`src/shared/fsp_pkg.sv`:
```
`default_nettype none
package fsp_pkg;
  // ==========================================
  // Timing
  localparam int MCLK_MHZ     = 20;
  localparam int OP_TIME_NS   = 100000;
  localparam int BUSY_CYC_DEF = OP_TIME_NS * MCLK_MHZ / 1000;
  localparam int CNT_W        = 16;

  // ==========================================
  // Status bit positions and reset value
  localparam int        SR_BUSY  = 0;
  localparam int        SR_WEL   = 1;
  localparam int        SR_BP_LO = 2;
  localparam int        SR_QE    = 6;
  localparam int        SR_STATUS_WRITE_DISABLE  = 7;
  localparam logic [5:0] NV_RESET = 6'h00;
  localparam int        BLK_LSB  = 16;
  localparam logic [5:0] BLK_TOP = 6'h3f;

  // ==========================================
  // Opcodes
  localparam logic [7:0] OPC_WRITE_ENABLE_CMD  = 8'h06;
  localparam logic [7:0] OPC_WRITE_DISABLE_CMD  = 8'h04;
  localparam logic [7:0] OPC_READ_STATUS_CMD  = 8'h05;
  localparam logic [7:0] OPC_WRITE_STATUS_CMD  = 8'h01;
  localparam logic [7:0] OPC_PP    = 8'h02;
  localparam logic [7:0] OPC_PPQ_A = 8'h32;
  localparam logic [7:0] OPC_PPQ_B = 8'h38;
  localparam logic [7:0] OPC_SE_A  = 8'hd7;
  localparam logic [7:0] OPC_SE_B  = 8'h20;
  localparam logic [7:0] OPC_BE32  = 8'h52;
  localparam logic [7:0] OPC_BE64  = 8'hd8;
  localparam logic [7:0] OPC_CE_A  = 8'hc7;
  localparam logic [7:0] OPC_CE_B  = 8'h60;
  localparam logic [7:0] OPC_WRFN  = 8'h42;
  localparam logic [7:0] OPC_SET_READ_PARAMS_NV_CMD = 8'h65;
  localparam logic [7:0] OPC_SERNV = 8'h85;
  localparam logic [7:0] OPC_INFO_ROW_ERASE_CMD  = 8'h64;
  localparam logic [7:0] OPC_IRP   = 8'h62;
  localparam logic [7:0] OPC_WRAB  = 8'h15;
  localparam logic [7:0] OPC_RDERP = 8'h81;
  localparam logic [7:0] OPC_SUS_A = 8'h75;
  localparam logic [7:0] OPC_SUS_B = 8'hb0;
  localparam logic [7:0] OPC_RES_A = 8'h7a;
  localparam logic [7:0] OPC_RES_B = 8'h30;
  localparam logic [7:0] OPC_RSTEN = 8'h66;
  localparam logic [7:0] OPC_RST   = 8'h99;

  // ==========================================
  // Types
  typedef struct packed {
    logic       status_write_disable;
    logic       quad_pin_enable;
    logic [3:0] block_protect;
    logic       write_enable_latch;
    logic       busy_flag;
  } fsp_status_type;

  typedef struct packed {
    logic sck;
    logic cs_n;
    logic si;
    logic wp_n;
  } fsp_pins_type;

  localparam fsp_pins_type PINS_IDLE = 4'h5;

  typedef enum logic [1:0] {
    ST_IDLE = 2'b00,
    ST_CMD  = 2'b01,
    ST_READ = 2'b10,
    ST_SKIP = 2'b11
  } fsp_state_type;
endpackage
`default_nettype wire

```
`src/hdl/fsp_status_protect.sv`:
```
// Overview of operation
// - Busy bit 0 set during operation, cleared after
// - While busy, ignore all but allowed opcodes
// - Busy bit is read only
// - Write-enable sets latch bit 1; reset clears
// - Write-disable or completion clears latch
// - Status write keeps latch until completion
// - Writes inhibited while latch is zero
// - Program and erase opcodes need latch
// - Nonvolatile register opcodes need latch
// - Volatile register opcodes ignore latch
// - Protect bits block program/erase in region
// - Chip erase only with protect bits zero
// - Disable bit plus low pin locks status
// - Otherwise status write updates bits 7..2
// - Quad bit turns protect pins into data
// - Bits 7..2 nonvolatile, default zero
// - Status readable at any time
// - Continuous read repeats status byte
// - Protect code to 64KB block range map
`timescale 1ns/10ps
`default_nettype none
module fsp_status_protect
  import fsp_pkg::*;
#(
  parameter int BUSY_CYCLES = BUSY_CYC_DEF
) (
  input  wire logic           mclk,
  input  wire logic           nrst,
  input  wire logic           ce,
  input  wire logic           sck,
  input  wire logic           cs_n,
  input  wire logic           si,
  input  wire logic           wp_n,
  output var  logic           so,
  output var  logic           so_en_n,
  output var  fsp_status_type status,
  output var  logic           quad_pins,
  output var  logic           op_go,
  output var  logic [7:0]     op_kind,
  output var  logic [23:0]    op_addr
);

  // ==========================================
  // Decode helpers
  function automatic logic is_array(input logic [7:0] o);
    return o == OPC_PP || o == OPC_PPQ_A || o == OPC_PPQ_B || o == OPC_SE_A
        || o == OPC_SE_B || o == OPC_BE32 || o == OPC_BE64;
  endfunction

  function automatic logic is_nvreg(input logic [7:0] o);
    return o == OPC_WRFN || o == OPC_SET_READ_PARAMS_NV_CMD || o == OPC_SERNV || o == OPC_INFO_ROW_ERASE_CMD
        || o == OPC_IRP || o == OPC_WRAB;
  endfunction

  function automatic logic is_erase_all(input logic [7:0] o);
    return o == OPC_CE_A || o == OPC_CE_B;
  endfunction

  function automatic logic busy_ok(input logic [7:0] o);
    return o == OPC_READ_STATUS_CMD || o == OPC_RDERP || o == OPC_SUS_A || o == OPC_SUS_B
        || o == OPC_RSTEN || o == OPC_RST;
  endfunction

  // Top codes grow down from block 63, bottom codes shrink from block 0
  function automatic logic blk_prot(input logic [3:0] bp, input logic [5:0] blk);
    logic [6:0] span;
    span = 7'h00;
    if (bp >= 4'h1 && bp <= 4'h6) begin
      span = 7'h01 << (bp - 4'h1);
      return {1'b0, blk} >= 7'h40 - span;
    end
    if (bp == 4'h7 || bp == 4'h8) begin
      return 1'b1;
    end
    if (bp >= 4'h9 && bp <= 4'he) begin
      span = 7'h40 >> (bp - 4'h8);
      return {1'b0, blk} < span;
    end
    return 1'b0;
  endfunction

  // ==========================================
  // Pin synchronisers
  fsp_pins_type pins_s1_r, pins_s2_r, pins_s3_r;
  always_ff @(posedge mclk) begin
    if (!nrst) begin
      pins_s1_r <= PINS_IDLE;
      pins_s2_r <= PINS_IDLE;
      pins_s3_r <= PINS_IDLE;
    end else if (ce) begin
      pins_s1_r <= '{sck: sck, cs_n: cs_n, si: si, wp_n: wp_n};
      pins_s2_r <= pins_s1_r;
      pins_s3_r <= pins_s2_r;
    end
  end

  logic sck_rise, sck_fall, cs_rise;
  assign sck_rise = pins_s2_r.sck & ~pins_s3_r.sck & ~pins_s2_r.cs_n;
  assign sck_fall = ~pins_s2_r.sck & pins_s3_r.sck & ~pins_s2_r.cs_n;
  assign cs_rise  = pins_s2_r.cs_n & ~pins_s3_r.cs_n;

  // ==========================================
  // Status storage
  logic             busy_r, wel_r, susp_r, rst_en_r;
  logic [5:0]       nv_r;
  logic [CNT_W-1:0] cnt_r;
  fsp_state_type    state_r;
  logic [7:0]       opc_r, data_r, in_sr_r, out_sr_r;
  logic [23:0]      addr_r;
  logic [2:0]       bit_cnt_r, byte_cnt_r, out_cnt_r;

  logic [3:0] bp;
  logic       wp_low, hw_lock;
  assign bp      = nv_r[SR_QE-SR_BP_LO-1:0];
  // In quad mode the pin is a data line, so it no longer locks anything
  assign wp_low  = ~pins_s2_r.wp_n & ~nv_r[SR_QE-SR_BP_LO];
  assign hw_lock = nv_r[SR_STATUS_WRITE_DISABLE-SR_BP_LO] & wp_low;

  // ==========================================
  // Command framing
  logic [7:0] byte_in;
  logic       byte_done, whole;
  assign byte_in   = {in_sr_r[6:0], pins_s2_r.si};
  assign byte_done = sck_rise && bit_cnt_r == 3'h7;
  assign whole     = bit_cnt_r == 3'h0;

  always_ff @(posedge mclk) begin
    if (!nrst) begin
      state_r <= ST_IDLE;
    end else if (ce) begin
      unique case (state_r)
        ST_IDLE: begin
          if (!pins_s2_r.cs_n) begin
            state_r <= ST_CMD;
          end
        end
        ST_CMD: begin
          if (pins_s2_r.cs_n) begin
            state_r <= ST_IDLE;
          end else if (byte_done && byte_cnt_r == 3'h0) begin
            if (busy_r && !busy_ok(byte_in)) begin
              state_r <= ST_SKIP;
            end else if (byte_in == OPC_READ_STATUS_CMD) begin
              state_r <= ST_READ;
            end
          end
        end
        ST_READ, ST_SKIP: begin
          if (pins_s2_r.cs_n) begin
            state_r <= ST_IDLE;
          end
        end
      endcase
    end
  end

  always_ff @(posedge mclk) begin
    if (!nrst) begin
      in_sr_r    <= 8'h00;
      bit_cnt_r  <= 3'h0;
      byte_cnt_r <= 3'h0;
      opc_r      <= 8'h00;
      addr_r     <= 24'h000000;
      data_r     <= 8'h00;
    end else if (ce) begin
      if (state_r == ST_IDLE) begin
        bit_cnt_r  <= 3'h0;
        byte_cnt_r <= 3'h0;
      end else if (sck_rise) begin
        in_sr_r   <= byte_in;
        bit_cnt_r <= bit_cnt_r + 3'h1;
        if (byte_done) begin
          if (byte_cnt_r != 3'h7) begin
            byte_cnt_r <= byte_cnt_r + 3'h1;
          end
          if (byte_cnt_r == 3'h0) begin
            opc_r <= byte_in;
          end
          if (byte_cnt_r >= 3'h1 && byte_cnt_r <= 3'h3) begin
            addr_r <= {addr_r[15:0], byte_in};
          end
          if (byte_cnt_r == 3'h1) begin
            data_r <= byte_in;
          end
        end
      end
    end
  end

  // ==========================================
  // Status read out, repeating until deselect
  logic [7:0] status_now;
  assign status_now = {nv_r, wel_r, busy_r};

  always_ff @(posedge mclk) begin
    if (!nrst) begin
      out_sr_r  <= 8'h00;
      out_cnt_r <= 3'h0;
      so        <= 1'b0;
      so_en_n   <= 1'b1;
    end else if (ce) begin
      so_en_n <= state_r != ST_READ;
      if (state_r == ST_CMD && byte_done && byte_in == OPC_READ_STATUS_CMD) begin
        out_sr_r  <= status_now;
        out_cnt_r <= 3'h0;
      end else if (state_r == ST_READ && sck_fall) begin
        so        <= out_sr_r[7];
        out_cnt_r <= out_cnt_r + 3'h1;
        // Reload keeps a live copy, so polling sees busy drop
        out_sr_r  <= out_cnt_r == 3'h7 ? status_now : {out_sr_r[6:0], 1'b0};
      end
    end
  end

  // ==========================================
  // Command evaluation at deselect
  logic exec, need_ok, go_arr, go_ce, go_nv, go_sr, done;
  always_comb begin
    exec    = ce && cs_rise && state_r == ST_CMD && whole && byte_cnt_r != 3'h0;
    need_ok = 1'b0;
    if (is_array(opc_r)) begin
      need_ok = byte_cnt_r >= 3'h4;
    end else if (is_erase_all(opc_r)) begin
      need_ok = byte_cnt_r == 3'h1;
    end else if (is_nvreg(opc_r) || opc_r == OPC_WRITE_STATUS_CMD) begin
      need_ok = byte_cnt_r >= 3'h2;
    end
    go_arr = exec && need_ok && !busy_r && wel_r && is_array(opc_r)
          && !blk_prot(bp, addr_r[BLK_LSB+5:BLK_LSB]);
    go_ce  = exec && need_ok && !busy_r && wel_r && is_erase_all(opc_r)
          && bp == 4'h0;
    go_nv  = exec && need_ok && !busy_r && wel_r && is_nvreg(opc_r);
    go_sr  = exec && need_ok && !busy_r && wel_r && opc_r == OPC_WRITE_STATUS_CMD
          && !hw_lock;
    done   = ce && busy_r && cnt_r == '0;
  end

  // Volatile register setters fall through here untouched by the latch
  always_ff @(posedge mclk) begin
    if (!nrst) begin
      wel_r <= 1'b0;
    end else if (done || (exec && opc_r == OPC_RST && rst_en_r)) begin
      wel_r <= 1'b0;
    end else if (exec && !busy_r && byte_cnt_r == 3'h1) begin
      if (opc_r == OPC_WRITE_ENABLE_CMD) begin
        wel_r <= 1'b1;
      end else if (opc_r == OPC_WRITE_DISABLE_CMD) begin
        wel_r <= 1'b0;
      end
    end
  end

  always_ff @(posedge mclk) begin
    if (!nrst) begin
      nv_r <= NV_RESET;
    end else if (go_sr) begin
      nv_r <= data_r[SR_STATUS_WRITE_DISABLE:SR_BP_LO];
    end
  end

  always_ff @(posedge mclk) begin
    if (!nrst) begin
      rst_en_r <= 1'b0;
    end else if (exec) begin
      rst_en_r <= opc_r == OPC_RSTEN;
    end
  end

  // Busy is driven by operation start, the timer, suspend/resume and reset, never by written status data
  always_ff @(posedge mclk) begin
    if (!nrst) begin
      busy_r <= 1'b0;
      susp_r <= 1'b0;
      cnt_r  <= '0;
    end else if (ce) begin
      if (exec && opc_r == OPC_RST && rst_en_r) begin
        busy_r <= 1'b0;
        susp_r <= 1'b0;
        cnt_r  <= '0;
      end else if (go_arr || go_ce || go_nv || go_sr) begin
        busy_r <= 1'b1;
        cnt_r  <= CNT_W'(BUSY_CYCLES - 1);
      end else if (exec && busy_r && (opc_r == OPC_SUS_A || opc_r == OPC_SUS_B)) begin
        busy_r <= 1'b0;
        susp_r <= 1'b1;
      end else if (exec && susp_r && (opc_r == OPC_RES_A || opc_r == OPC_RES_B)) begin
        busy_r <= 1'b1;
        susp_r <= 1'b0;
      end else if (done) begin
        busy_r <= 1'b0;
      end else if (busy_r) begin
        cnt_r <= cnt_r - 1'b1;
      end
    end
  end

  // ==========================================
  // Operation request towards the memory core
  always_ff @(posedge mclk) begin
    if (!nrst) begin
      op_go   <= 1'b0;
      op_kind <= 8'h00;
      op_addr <= 24'h000000;
    end else if (ce) begin
      op_go <= go_arr || go_ce || go_nv || go_sr;
      if (go_arr || go_ce || go_nv || go_sr) begin
        op_kind <= opc_r;
        op_addr <= addr_r;
      end
    end
  end

  assign status    = status_now;
  assign quad_pins = nv_r[SR_QE-SR_BP_LO];
endmodule // fsp_status_protect
`default_nettype wire

```
`config.mk`:
```
export PLATFORM = sky130hd
export DESIGN_NAME = fsp_status_protect
export DESIGN_NICKNAME = d
export VERILOG_FILES = /design/src/shared/fsp_pkg.sv /design/src/hdl/fsp_status_protect.sv
export SDC_FILE = /design/constraint.sdc
export NUM_CORES = 1
export LEC_CHECK = 0
export BUFFER_PORTS_ARGS = -buffer_cell sky130_fd_sc_hd__buf_2
export CORE_ASPECT_RATIO = 1.25
export CORE_UTILIZATION = 60
export CTS_BUF_LIST = sky130_fd_sc_hd__clkbuf_8 sky130_fd_sc_hd__clkbuf_16
export CTS_CLUSTER_SIZE = 28
export DETAILED_ROUTE_END_ITERATION = 7
export GPL_TIMING_DRIVEN = 0
export MAX_ROUTING_LAYER = met4
export PLACE_DENSITY = 0.86
export SYNTH_ARGS = -nofsm -noshare
export SYNTH_HDL_FRONTEND = slang
export SYNTH_SLANG_ARGS = --single-unit
```
`constraint.sdc`:
```
create_clock -name mclk -period 4.8 [get_ports mclk]
set_input_delay 0.48 -clock mclk [delete_from_list [all_inputs] [get_ports mclk]]
set_output_delay 0.48 -clock mclk [all_outputs]
set_load 0.1 [all_outputs]
```
==> flow_results.org <==
** Yosys
- Number of flops mapped to enable cells by yosys :: 0
- Sorting the synthesized cells by how often they occur yields sky130_fd_sc_hd__dfxtp_1, sky130_fd_sc_hd__mux2i_1, sky130_fd_sc_hd__nand2_1, sky130_fd_sc_hd__nor2_1, sky130_fd_sc_hd__a21oi_1.
- Net Count, Synth :: 778
- Most numerous cell in the Yosys netlist :: sky130_fd_sc_hd__dfxtp_1
- By area the synthesized netlist is led by sky130_fd_sc_hd__dfxtp_1, sky130_fd_sc_hd__mux2i_1, sky130_fd_sc_hd__nand2_1, sky130_fd_sc_hd__nor2_1, sky130_fd_sc_hd__ha_1.
- Of the post-synthesis cell area, the dominant cell type holds 40.9%.
- The largest total area in the synthesized netlist belongs to sky130_fd_sc_hd__dfxtp_1.
- The mapped netlist covers 6610 um^2.
- The synthesized design contains 135 register bits.
- Async set-or-reset flop fraction in the synthesized netlist :: 0%
- Sequential cell area fraction in the yosys report :: 40.9%
- A synthesized cell averages 8.82 um^2.
- Main flop type after synthesis :: sky130_fd_sc_hd__dfxtp_1
- Number of distinct library cells after synthesis :: 66
- Number of warnings issued by yosys :: 0
- In the synthesized netlist, the number of instances is 749.

** Global route
- Entering global routing, the biggest net connects 17 pins.
- The via count of the first global-routing pass was 5758.
- Antenna violations before repair :: 0
- In the global route stage, overall resource usage came out at 32.0%.
- The first global-routing pass estimated 27300 um of wire.
- After global routing the overflow that remains totals 0.

** Clocking
- # H-tree levels :: 4
- TritonCTS created 17 clock buffers.
- For the worst-skew pair, the clock arrives at the later sink with an insertion delay of 0.42 ns.
- Number of gates resized after CTS :: 0
- Clock tree root buffer cell :: sky130_fd_sc_hd__clkbuf_16
- TritonCTS built the clock tree.
- The clock net in this run drives a total of 135 sinks.
- After clock tree synthesis, the clock-pin slew on the worst setup and hold paths is 0.06 ns.
- The clock passes through at most 2 buffers.
- In this run the post-CTS setup repair buffer count came out at 0.
- Hold-fix buffer count after cts :: 0

** Power and ir drop
- Switching share of total power :: 23.1%
- Of the total power, combinational logic draws 2.2%.
- The design draws 2.49 mW.
- Internal power component :: 1.92 mW
- Worst IR drop on VDD :: 282 uV
- Switching power total :: 575 uW
- The clock network is responsible for 52.4% of the overall power.
- Static Leakage :: 2.97 nW
- Dividing total power by cell area gives a power density of 327 nW/um^2.
- Share of power burned in registers :: 45.3%

** Worst setup path
- For this run, the slowest stage of the critical path takes 0.48 ns.
- Buffering stage count on the worst path with inverters included :: 2
- The worst register-to-register path begins at nv_r[0].
- Data required time of the critical path :: 5.08 ns
- The setup check on the worst reg-to-reg path leaves a slack of 1.02 ns.
- Total number of cells along the worst setup path :: 12
- Cell type of the slowest stage on the worst timing path :: sky130_fd_sc_hd__a2111oi_0
- Cell depth of the worst flop-to-flop path :: 12
- STA classifies the critical path endpoint as a register.
- Cell with the most instances on the worst path :: sky130_fd_sc_hd__a21oi_1
- Endpoint of the worst-slack reg-to-reg timing path :: cnt_r[9]
- Classification of the worst setup path :: register to register
- On the critical path the largest part of the delay comes from compound AO/OA/AOI/OAI gates.
- Crit-path max FO :: 10
- Critical-path cell list :: clkbuf_1 > nor2b_1 > nand3_1 > ha_1 > nor4b_1 > a21oi_1 > a2111oi_0 > o32ai_1 > a21oi_2 > nand2b_1 > buf_2 > a21oi_1
- CP Launch Type :: register
- At the worst endpoint, the arrival time is 4.07 ns.

** Timing
- The count of final max-slew check failures is 0.
- For the pin with the worst max-slew slack, the measured transition is 0.681 ns.
- Headroom to the max-slew limit came out at 54.6%.
- Post-route minimum period :: 3.78 ns
- Unrepaired setup endpoints after global routing :: no
- Maximum clock skew at final layout :: 0.00848 ns
- Setup violations remaining at the end of the flow were counted as 0.
- Final worst path period share :: 78.8%
- The count of final hold-check violations was 0.
- Achievable clock frequency :: 264 MHz
- Total negative slack for setup checks :: 0 ns
- The tightest hold path in the finished design has a slack of 0.280 ns.

** Detailed routing
- Total iterations of the first detailed-routing run :: 5
- Once detail routing completed, the nets flagged for antenna violations numbered 0.
- In the routed design, unresolved DRC markers number 0.
- In the final routed layout, each cell accounts on average for 17.7 um.
- DRT Wirelength :: 17000 um
- The detailed router finished its first iteration with 407 violations.
- Number of vias after detailed routing :: 5836
- After detailed routing, the number of vias per cell comes to 6.07.

** Hold path
- The min-delay analysis places its worst path in the category input port to register.
- Hold path startpoint :: wp_n
- The worst hold path was traced through 3 stages.
- The worst hold path terminates at pins_s1_r[0].

** Place
- Count of buffers inserted at the top-level ports :: 49
- Detailed placer's ending HPWL :: 12000 um
- Weighted congestion reported at the end of routability-driven placement :: 0.952
- Area post-placement :: 7020 um^2

** Final layout
- For this run, the share of the core covered by cells in the final layout is 71.4%.
- Number of nets in the finished design :: 846
- In the final layout, the share of cells above drive strength 1 is 13.3%.
- # diodes :: 0
- Post-route cell area :: 7610 um^2
- Area growth from synthesis to layout :: 15.2%

** Die
- The floorplan step set the die height to 119 um.
- The core region is 10700 um^2.
- The die covers 11400 um^2.
- Once the floorplan was initialized, standard cells occupied 62.0% of the core.
- Row generation in the floorplan step produced 42 rows.
- Horiz. Die Dim :: 95.9 um
- I/O pin cnt :: 51

** Status
- The flow ran to the end, and the final reports show no timing, DRC or antenna violations.

** Flow run
- The tool flagged a number of max-cap violations equal to 0.
layer usage:
| layer | vias to the layer above | global-route usage (%) | wire, um | share of wire (%) |
|---|---|---|---|---|
| met5 | - | - | 0 | 0 |
| met4 | 0 | 16.7 | 590 | 3.5 |
| met3 | 55 | 6.26 | 925 | 5.4 |
| met2 | 238 | 54.1 | 8790 | 52 |
| met1 | 2751 | 34.9 | 6690 | 39 |
| li1 | 2792 | - | - | - |
flip-flops by register name (all words and copies together), names as in the netlist, 2 cells and up:
register	count
addr_r	24
pins_s1_r	4
in_sr_r	7
cnt_r	16
op_kind	8
pins_s2_r	3
pins_s3_r	2
op_addr	24
data_r	6
out_sr_r	8
nv_r	6
state_r	2
bit_cnt_r	3
byte_cnt_r	3
out_cnt_r	3
opc_r	8
cell usage in the layout, fill, tap and decap left out, types with 7 or more instances in the layout:
cell type                   instances
sky130_fd_sc_hd__nor3_1            12
sky130_fd_sc_hd__o21ai_0           26
sky130_fd_sc_hd__nand4b_1           7
sky130_fd_sc_hd__nand3_1           22
sky130_fd_sc_hd__ha_1              22
sky130_fd_sc_hd__dfxtp_1          135
sky130_fd_sc_hd__nor2_1            92
sky130_fd_sc_hd__clkbuf_16         17
sky130_fd_sc_hd__nor4_1             8
sky130_fd_sc_hd__nor2b_1           11
sky130_fd_sc_hd__nand2b_1           8
sky130_fd_sc_hd__inv_1              9
sky130_fd_sc_hd__nor3b_1            7
sky130_fd_sc_hd__xnor2_1            7
sky130_fd_sc_hd__mux2i_1           97
sky130_fd_sc_hd__a21oi_1           41
sky130_fd_sc_hd__buf_2             62
sky130_fd_sc_hd__nand2_1           92
sky130_fd_sc_hd__clkbuf_1          33
logic make-up (layout without fill, tap and decap cells):
kind of cell,after synthesis,in the layout,synth area share (%)
compound gates,108,108,10.0
xor+xnor,12,12,1.59
fa+ha+maj,22,22,4.17
buf+inv,64,145,4.83
flops,135,135,40.9
mux,97,97,14.7
simple gates,311,311,23.8
layout make-up:
class,instances,area [um^2]
multi-input combinational,550,3590
fill,831,3050
sequential,135,2700
clock buffer,17,425
buffer,55,285
timing repair buffer,49,245
clock inverter,15,169
tap,132,165
inverter,9,33.8
stage by stage:
step	instances	worst slack (ns)
detailed placement	930	1.17
floorplan	749	1.32
finish	962	1.02
CTS	962	1.12
global placement	930	1.25
global route	962	0.784
power groups by stage:
stage	clock network (mW)	logic, mW	registers [mW]
2_1_floorplan	0	0.0354	1.15
3_3_place_gp	0	0.0508	1.15
3_5_place_dp	0	0.0528	1.15
4_1_cts	1.31	0.0536	1.13
5_1_grt	1.37	0.0586	1.13
6_report	1.31	0.0551	1.13
worst max-delay path by stage:
stage / start / endpoint / slack (ns)
after floorplan: nv_r[2] / cnt_r[10] / 1.32
after global placement: nv_r[0] / busy_r / 1.25
after detailed placement: nv_r[0] / cnt_r[9] / 1.17
after CTS: nv_r[0] / cnt_r[9] / 1.12
after global routing: nv_r[0] / cnt_r[9] / 0.78
final: nv_r[0] / cnt_r[9] / 1.02
worst register-to-register path, delay by kind of cell, from the launching register on:
kind	cells	cell delay (ns)
simple gates	4	0.97
buf+inv	2	0.70
flops	1	0.46
compound gates	5	1.29
fa+ha+maj	1	0.23
Note: power is estimated with default switching activity, not from simulation.
